`src/pkg/uwa_regs.vh`:
```
// constants for the wake-on-receive and auto-baud measurement controller
//
// Contract
// - wake enable set, async mode: watch receive pin, interrupt on falling edge
// - after that falling edge, hardware clears wake enable on next rising edge
// - wake enable clear: no monitoring and no rising edge detection
// - synchronous mode: wake enable write ignored, bit has no effect
// - auto-baud enable in async mode measures baud on next character
// - measurement done: hardware clears auto-baud enable, zero means off or done
// - config bit picks 16-bit or 8-bit generator, sets measured count width
`ifndef UWA_REGS_VH
`define UWA_REGS_VH

// ----------------------------------------------------------------------------
// field positions of the control bits
// ----------------------------------------------------------------------------
`define UWA_WAKE_BIT 1
`define UWA_ABD_BIT 0

// ----------------------------------------------------------------------------
// auto-baud measurement
// ----------------------------------------------------------------------------
// a 55h character gives 5 falling edges: start bit and four data lows
`define UWA_ABD_FALLS 3'h5
// measured span covers 8 bit times; value = span / 8 ... stored as span / 8 - 1
`define UWA_ABD_SHIFT 3
`define UWA_CNT_W 19

`endif

```
`src/verilog/uwa_ctrl.v`:
```
// wake-on-receive monitor and auto-baud rate measurement controller
`timescale 1ns/1ns
`include "uwa_regs.vh"

module uwa_ctrl (
  clk,
  reset,
  rx_pin,
  sync_mode,
  brg16_sel,
  wake_set,
  wake_clr,
  abd_set,
  abd_clr,
  wake_on_rx_enable,
  auto_baud_measure_enable,
  wake_irq,
  baud_value,
  baud_valid
);
  input wire clk;
  input wire reset;
  input wire rx_pin;
  input wire sync_mode;
  input wire brg16_sel;
  input wire wake_set;
  input wire wake_clr;
  input wire abd_set;
  input wire abd_clr;
  output reg wake_on_rx_enable;
  output reg auto_baud_measure_enable;
  output reg wake_irq;
  output reg [15:0] baud_value;
  output reg baud_valid;

  // --------------------------------------------------------------------------
  // receive pin synchroniser
  // --------------------------------------------------------------------------
  // three stages; a level counts only once stages two and three agree
  reg rx_s1_r;
  reg rx_s2_r;
  reg rx_s3_r;
  reg rx_lvl_r;
  wire rx_agree;
  wire rx_fall;
  wire rx_rise;

  // a transition is one the held level has not yet taken, in the wanted direction
  function edge_at;
    input agree;
    input held;
    input now;
    input want_rise;
    begin
      edge_at = agree && (held != now) && (now == want_rise);
    end
  endfunction

  assign rx_agree = (rx_s2_r == rx_s3_r);
  assign rx_fall = edge_at(rx_agree, rx_lvl_r, rx_s3_r, 1'b0);
  assign rx_rise = edge_at(rx_agree, rx_lvl_r, rx_s3_r, 1'b1);

  always @(posedge clk) begin
    if (reset) begin
      rx_s1_r <= 1'b1;
      rx_s2_r <= 1'b1;
      rx_s3_r <= 1'b1;
      rx_lvl_r <= 1'b1;
    end else begin
      rx_s1_r <= rx_pin;
      rx_s2_r <= rx_s1_r;
      rx_s3_r <= rx_s2_r;
      if (rx_agree) begin
        rx_lvl_r <= rx_s3_r;
      end
    end
  end

  // --------------------------------------------------------------------------
  // wake-on-receive
  // --------------------------------------------------------------------------
  reg fall_seen_r;

  always @(posedge clk) begin
    if (reset) begin
      wake_on_rx_enable <= 1'b0;
      fall_seen_r <= 1'b0;
      wake_irq <= 1'b0;
    end else begin
      wake_irq <= 1'b0;
      if (sync_mode) begin
        // writes dropped; a pending wake sequence is abandoned
        fall_seen_r <= 1'b0;
      end else if (wake_on_rx_enable) begin
        if (rx_fall) begin
          wake_irq <= 1'b1;
          fall_seen_r <= 1'b1;
        end else if (rx_rise && fall_seen_r) begin
          wake_on_rx_enable <= 1'b0;
          fall_seen_r <= 1'b0;
        end else if (wake_clr) begin
          wake_on_rx_enable <= 1'b0;
          fall_seen_r <= 1'b0;
        end
      end else begin
        fall_seen_r <= 1'b0;
        if (wake_set && !wake_clr) begin
          wake_on_rx_enable <= 1'b1;
        end
      end
    end
  end

  // --------------------------------------------------------------------------
  // auto-baud measurement
  // --------------------------------------------------------------------------
  // counts from the start-bit fall to the fifth fall: eight bit times of 55h
  localparam ST_IDLE = 2'b00;
  localparam ST_WAIT = 2'b01;
  localparam ST_MEAS = 2'b10;

  reg [1:0] abd_state_r;
  reg [1:0] abd_state_nxt;
  reg abd_en_nxt;
  reg [2:0] fall_cnt_r;
  reg [2:0] fall_cnt_nxt;
  reg [`UWA_CNT_W-1:0] span_r;
  reg [`UWA_CNT_W-1:0] span_nxt;
  reg [15:0] baud_nxt;
  reg valid_nxt;
  wire [`UWA_CNT_W-1:0] per_bit;
  wire abd_abort;
  wire last_fall;

  // span_r counts whole cycles since the start-bit fall, so eight bits give 8 x period
  assign per_bit = span_r >> `UWA_ABD_SHIFT;
  assign abd_abort = abd_clr | sync_mode;
  assign last_fall = rx_fall & (fall_cnt_r == `UWA_ABD_FALLS - 3'h1);

  // 8-bit generator keeps only the low byte, saturating on overflow
  function [15:0] fit_width;
    input [`UWA_CNT_W-1:0] v;
    input wide;
    begin
      if (wide) begin
        fit_width = (v > 19'h0FFFF) ? 16'hFFFF : v[15:0];
      end else begin
        fit_width = (v > 19'h000FF) ? 16'h00FF : {8'h00, v[7:0]};
      end
    end
  endfunction

  always @* begin
    abd_state_nxt = abd_state_r;
    abd_en_nxt = auto_baud_measure_enable;
    fall_cnt_nxt = fall_cnt_r;
    span_nxt = span_r;
    baud_nxt = baud_value;
    valid_nxt = 1'b0;
    case (abd_state_r)
      ST_IDLE: begin
        if (abd_set && !sync_mode) begin
          abd_en_nxt = 1'b1;
          abd_state_nxt = ST_WAIT;
        end
      end
      ST_WAIT: begin
        if (abd_abort) begin
          abd_en_nxt = 1'b0;
          abd_state_nxt = ST_IDLE;
        end else if (rx_fall) begin
          // start bit of the next character opens the window
          fall_cnt_nxt = 3'h1;
          span_nxt = {{(`UWA_CNT_W-1){1'b0}}, 1'b1};
          abd_state_nxt = ST_MEAS;
        end
      end
      ST_MEAS: begin
        if (abd_abort) begin
          // abort keeps the last good value
          abd_en_nxt = 1'b0;
          abd_state_nxt = ST_IDLE;
        end else if (last_fall) begin
          baud_nxt = fit_width(per_bit - 1'b1, brg16_sel);
          valid_nxt = 1'b1;
          abd_en_nxt = 1'b0;
          abd_state_nxt = ST_IDLE;
        end else begin
          if (span_r != {`UWA_CNT_W{1'b1}}) begin
            // saturates so a stuck line cannot wrap into a small value
            span_nxt = span_r + 1'b1;
          end
          if (rx_fall) begin
            fall_cnt_nxt = fall_cnt_r + 3'h1;
          end
        end
      end
      default: begin
        abd_en_nxt = 1'b0;
        abd_state_nxt = ST_IDLE;
      end
    endcase
  end

  always @(posedge clk) begin
    if (reset) begin
      abd_state_r <= ST_IDLE;
      auto_baud_measure_enable <= 1'b0;
      fall_cnt_r <= 3'h0;
      span_r <= {`UWA_CNT_W{1'b0}};
      baud_value <= 16'h0000;
      baud_valid <= 1'b0;
    end else begin
      abd_state_r <= abd_state_nxt;
      auto_baud_measure_enable <= abd_en_nxt;
      fall_cnt_r <= fall_cnt_nxt;
      span_r <= span_nxt;
      baud_value <= baud_nxt;
      baud_valid <= valid_nxt;
    end
  end

endmodule // uwa_ctrl
```
`config.mk`:
```
export PLATFORM = sky130hd
export DESIGN_NAME = uwa_ctrl
export DESIGN_NICKNAME = d
export VERILOG_FILES = /design/src/verilog/uwa_ctrl.v
export VERILOG_INCLUDE_DIRS = /design/src /design/src/pkg
export SDC_FILE = /design/constraint.sdc
export NUM_CORES = 1
export LEC_CHECK = 0
export ABC_AREA = 1
export BUFFER_PORTS_ARGS = -buffer_cell sky130_fd_sc_hd__buf_2
export CORE_MARGIN = 3
export CORE_UTILIZATION = 64
export DETAILED_ROUTE_END_ITERATION = 10
export GPL_TIMING_DRIVEN = 0
export HOLD_SLACK_MARGIN = 0.08
export PLACE_DENSITY_LB_ADDON = 0.12
export RECOVER_POWER = 100
export REMOVE_ABC_BUFFERS = 1
export SLEW_MARGIN = 20
export SYNTH_ARGS = -nofsm -noshare
export SYNTH_HDL_FRONTEND = slang
export SYNTH_SLANG_ARGS = --single-unit
```
`constraint.sdc`:
```
create_clock -name clk -period 4.1 [get_ports clk]
set_clock_uncertainty 0.2 [all_clocks]
set_input_delay 0.82 -clock clk [delete_from_list [all_inputs] [get_ports clk]]
set_output_delay 0.82 -clock clk [all_outputs]
set_load 0.02 [all_outputs]
```
==> flow_summary.json, run 1 <==
{
  "run_status": "finished, final reports clean",
  "slew_headroom": 0.212,
  "whs_ns": 0.226,
  "hold_viol": 0,
  "start_util": 0.695,
  "hpwl_um": 4780,
  "grt_use_met1": 0.356,
  "ios": 29,
  "diodes": 0,
  "final_common_cell": "nand2_1",
  "core_mm2": 0.00417,
  "syn_area_per_cell_um2": 6.62,
  "synthCells": 438,
  "grt_max_degree": 26,
  "synth_top_family_by_area": "simple AND/OR/NAND/NOR gates",
  "dp_cells": 508,
  "cts.sink_count": 49,
  "grt-busiest-layer": "met2",
  "synthSimpleGateAreaFrac": 0.417,
  "worst_pin_slew_ns": 1.18,
  "ys_ff_latch": 49,
  "post-route-period-util": 0.751,
  "criticalPathCategory": "input pin to flop",
  "cts_setup_buffers": 0,
  "grt_overflow_total": 0,
  "die_width_um": 73.3,
  "power_density_mw_per_mm2": 321,
  "drive_gt1_frac": 0.112,
  "synth_xor_area_frac": 0.00862,
  "gp_congestion": 0.908,
  "cp.required_ns": 4.15,
  "via_per_inst": 5.49,
  "synth_fa_ha_area_frac": 0.0216,
  "ys_seq_area_frac": 0.338,
  "fin_ws_ns": 1.02,
  "htree_levels": 2,
  "drv_cap": 0,
  "worst-r2r-setup-slack_ns": 1.06,
  "cts_buffers": 5,
  "fmax_mhz": 325,
  "hold_path_class": "flop to flop",
  "routed_wl_um": 6570,
  "synth.area.mux_share": 0,
  "cts_tree": "done",
  "yosys_warnings": 0,
  "postRouteAntennaNets": 0,
  "leakagePower_uw": 0.00139,
  "grtUsageTotal": 0.264,
  "place_ws_ns": 1.23,
  "fin_nets": 479,
  "path_max_fanout": 14,
  "grt_util_met2": 0.434,
  "die-area_mm2": 0.00538,
  "grt_setup_unrepaired": "false",
  "arrival_ns": 3.13,
  "ys_types": 37,
  "dr_total_vias": 2833,
  "path_clk_slew_ns": 0.09,
  "cp-end-kind": "flop",
  "slew_violations": 0,
  "wl_per_cell_um": 12.7,
  "vdd_drop_max_uv": 235,
  "finalNonFillerCells": 516,
  "fin_crit_ns": 3.08,
  "first_pass_iters": 6,
  "area_delta_synth_final_pct": 7.89,
  "final_cell_mix": "nand2_1, nor2_1, inv_1",
  "grt_pass1_vias": 2478,
  "ctsHoldBuffers": 0,
  "drc": 0,
  "synth_compound_area_frac": 0.129,
  "antenna_found_initial": 0,
  "cp-start-kind": "input pin",
  "synth_area_mm2": 0.00290,
  "fin_tns_setup_ns": 0,
  "cts_root_buffer": "clkbuf_8",
  "core.rowCount": 23,
  "port_buffers": 28,
  "grt_pass1_wl_um": 11200,
  "clockBufferDepth": 2,
  "drt-initial-drc-count": 172,
  "clock_latency_ns": 0.31,
  "die_h_um": 73.3,
  "setup_viol_count_final": 0,
  "cts_resized": 0,
  "use_met3": 0.0479
}
state kept, by name, indices dropped and copies added, names as in the netlist, 2 cells and up:
name         cells
span_r          19
baud_value      16
fall_cnt_r       3
abd_state_r      2
cells in the mapped netlist, drive strengths merged:
cell type / instances / area share
nand2: 113 / 0.16
nor2: 66 / 0.11
inv: 57 / 0.074
dfxtp: 49 / 0.34
a21oi: 35 / 0.072
nand3: 34 / 0.062
o21ai: 22 / 0.039
nor3: 21 / 0.047
nand4: 7 / 0.015
clkbuf: 6 / 0.0078
ha: 5 / 0.022
nor4: 5 / 0.011
a31oi: 4 / 0.0086
or2: 3 / 0.0065
and2: 2 / 0.0052
buf: 2 / 0.0043
nand3b: 2 / 0.0052
xor2: 2 / 0.0086
a211oi: 1 / 0.0026
a311oi: 1 / 0.0030
a31o: 1 / 0.0030
metal layers:
metal,vias up,wire (µm)
li1,1473,-
met1,1253,3090
met2,95,3030
met3,12,379
met4,0,74
met5,-,0
path summary, 6_finish.rpt:
check / start / to / depth (start not counted)
min reg2reg: rx_s1_r$_SDFF_PP1_ / rx_s2_r$_SDFF_PP1_ / 1
min: rx_s1_r$_SDFF_PP1_ / rx_s2_r$_SDFF_PP1_ / 1
max: sync_mode / span_r[4]$_SDFFE_PP0P_ / 12
max reg2reg: rx_lvl_r$_SDFFE_PP1N_ / span_r[4]$_SDFFE_PP0P_ / 12
where the power goes:
part           leakage, µW  switching [µW]  internal (µW)
logic             0.000938            94.0           35.1
registers         0.000396            18.8            496
clock network    0.0000585             161            199
total              0.00139             274            730
final cells by class:
class                      instances  area, µm²
clock inverter                     1       30.0
multi-input combinational        324       1640
tap                               50       62.6
fill                             364       1040
clock buffer                       7       86.3
inverter                          57        214
timing repair buffer              28        114
sequential                        49        981
critical path, stage by stage:
cell and delay [ns]:
buf_2 0.13, nor2_1 0.27, nand2_1 0.12, nand2_1 0.10, nand2_1 0.08, nor2_1 0.65
inv_1 0.30, nor3_1 0.36, nand2_1 0.10, nand2_1 0.07, inv_1 0.04, nor2_1 0.08
logic make-up after synthesis:
kind of cell	count (synthesis)
buffers and inverters	65
adder cells (fa/ha/maj)	5
flip-flops	49
AND/OR/NAND/NOR	253
XOR/XNOR	2
AO/OA/AOI/OAI	64
stage by stage:
stage	utilization	total power (µW)	cell area [µm²]
detailed placement	0.736	658	3070
global route	0.750	1050	3130
CTS	0.763	1010	3190
finish	0.750	1000	3130
floorplan	-	617	2870
global placement	0.736	654	3070
No activity file was read; power rests on OpenSTA's default activity.
==> run 2: changes to the inputs <==
Settings changed: CORE_UTILIZATION 64 to 53.
Clock period 4.1 ns to 2.6 ns, I/O delays scaled along.
==> flow_summary.json, run 2 (synthesis gave the netlist of run 1 again) <==
{
  "run_status": "finished, final reports clean",
  "worst_pin_slew_ns": 0.838,
  "fin_nets": 479,
  "power_density_mw_per_mm2": 475,
  "n_fill_cell": 543,
  "cp-start-kind": "flop",
  "crit_buf_inv": 2,
  "hold_viol": 0,
  "die-area_mm2": 0.00640,
  "leakagePower_uw": 0.00139,
  "fin_area_mm2": 0.00315,
  "ctsHoldBuffers": 0,
  "diodes": 0,
  "cpPeakStageDelay_ns": 0.37,
  "routed_wl_um": 6300,
  "drv_cap": 0,
  "cp.required_ns": 2.65,
  "htree_levels": 2,
  "slew_headroom": 0.441,
  "p_total_uw": 1500,
  "path_clk_slew_ns": 0.10,
  "largest_reg_flops": 19,
  "fin_tns_setup_ns": 0,
  "area_delta_synth_final_pct": 8.71,
  "gp_congestion": 0.858,
  "vdd_drop_max_uv": 387,
  "antenna_found_initial": 0,
  "postRouteAntennaNets": 0,
  "via_per_inst": 5.16,
  "ios": 29,
  "crit_top_cell": "nand2_1",
  "final_cell_mix": "nand2_1, nor2_1, inv_1",
  "whs_ns": 0.184,
  "grt_pass1_wl_um": 11300,
  "core.rowCount": 26,
  "drive_gt1_frac": 0.122,
  "port_buffers": 28,
  "drt-initial-drc-count": 143,
  "slew_violations": 0,
  "utilization": 0.606,
  "fmax_mhz": 422,
  "path_cells": "inv_2 > ha_1 > inv_1 > nor2_2 > nand2_1 > nand2_1 > nand2_1 > nor2_1 > nand3_1 > nor2_1 > nand3_2 > nand3_1 > nand2_4 > a21oi_1",
  "final_common_cell": "nand2_1",
  "arrival_ns": 2.42,
  "die_h_um": 80.0,
  "core_mm2": 0.00520,
  "cts_root_buffer": "clkbuf_8",
  "criticalPathCategory": "flop to flop",
  "grt_pass1_vias": 2549,
  "crit_family": "simple AND/OR/NAND/NOR gates",
  "hpwl_um": 4830,
  "clock_latency_ns": 0.31,
  "die_width_um": 80.0,
  "start_util": 0.557,
  "grtUsageTotal": 0.217,
  "drc": 0,
  "cts_resized": 0,
  "grt_setup_unrepaired": "false",
  "grt_max_degree": 26,
  "clockBufferDepth": 2,
  "cts.sink_count": 49,
  "setup_viol_count_final": 0,
  "place_area_mm2": 0.00309,
  "post-route-period-util": 0.911,
  "dr_total_vias": 2764,
  "fin_crit_ns": 2.37,
  "cts_tree": "done",
  "top_register": "span_r",
  "reg.largest.list": "span_r x19, baud_value x16, fall_cnt_r x3",
  "cts_setup_buffers": 0,
  "path_max_fanout": 6,
  "cts_buffers": 5,
  "grt_overflow_total": 0,
  "cp-end-kind": "flop",
  "cp_slowest_cell": "dfxtp_1",
  "wl_per_cell_um": 11.8,
  "hold_path_class": "input pin to flop",
  "first_pass_iters": 5
}
run 2: cell types whose count changed in the layout (fill, tap and decap cells not counted), moves of 2 or more:
cell,previous run,this run
clkbuf_1,22,20
nor2_1,57,54
nor2_2,4,6
nor3_1,18,16
run 2: worst paths after layout:
check                                            start                         end  slack, ns  cells past startpoint
worst max register to register  span_r[3]$_SDFFE_PP0P_  baud_value[1]$_SDFFE_PP0P_       0.23                     14
worst max-delay path            span_r[3]$_SDFFE_PP0P_  baud_value[1]$_SDFFE_PP0P_       0.23                     14
worst min-delay path                            rx_pin          rx_s1_r$_SDFF_PP1_       0.18                      2
worst min register to register      rx_s1_r$_SDFF_PP1_          rx_s2_r$_SDFF_PP1_       0.22                      1
run 2: layout make-up:
cell class / count / area, µm² / area share
repair buffers: 28 / 115 / 0.0365
clock inverters: 3 / 25.0 / 0.00793
clock buffers: 5 / 68.8 / 0.0218
inverters: 57 / 214 / 0.0678
multi-input cells: 324 / 1660 / 0.527
well taps: 70 / 87.6 / 0.0278
flip-flops and latches: 49 / 981 / 0.311
run 2: metal layers:
metal	vias up	track usage	part of all wire
met3	7	0.0395	0.043
met4	0	0.0591	0.013
li1	1476	-	-
met1	1231	0.298	0.50
met2	50	0.345	0.44
met5	-	0	0
run 2: metrics by stage:
stage	worst slack, ns	instances
2_1_floorplan	0.514	430
3_3_place_gp	0.0137	528
3_5_place_dp	-0.0317	528
4_1_cts	0.168	536
5_1_grt	0.0182	536
6_report	0.232	536
run 2: power by group:
part | internal, µW | switching [µW]
clock | 195 | 282
combinational | 60.9 | 153
sequential | 782 | 28.4
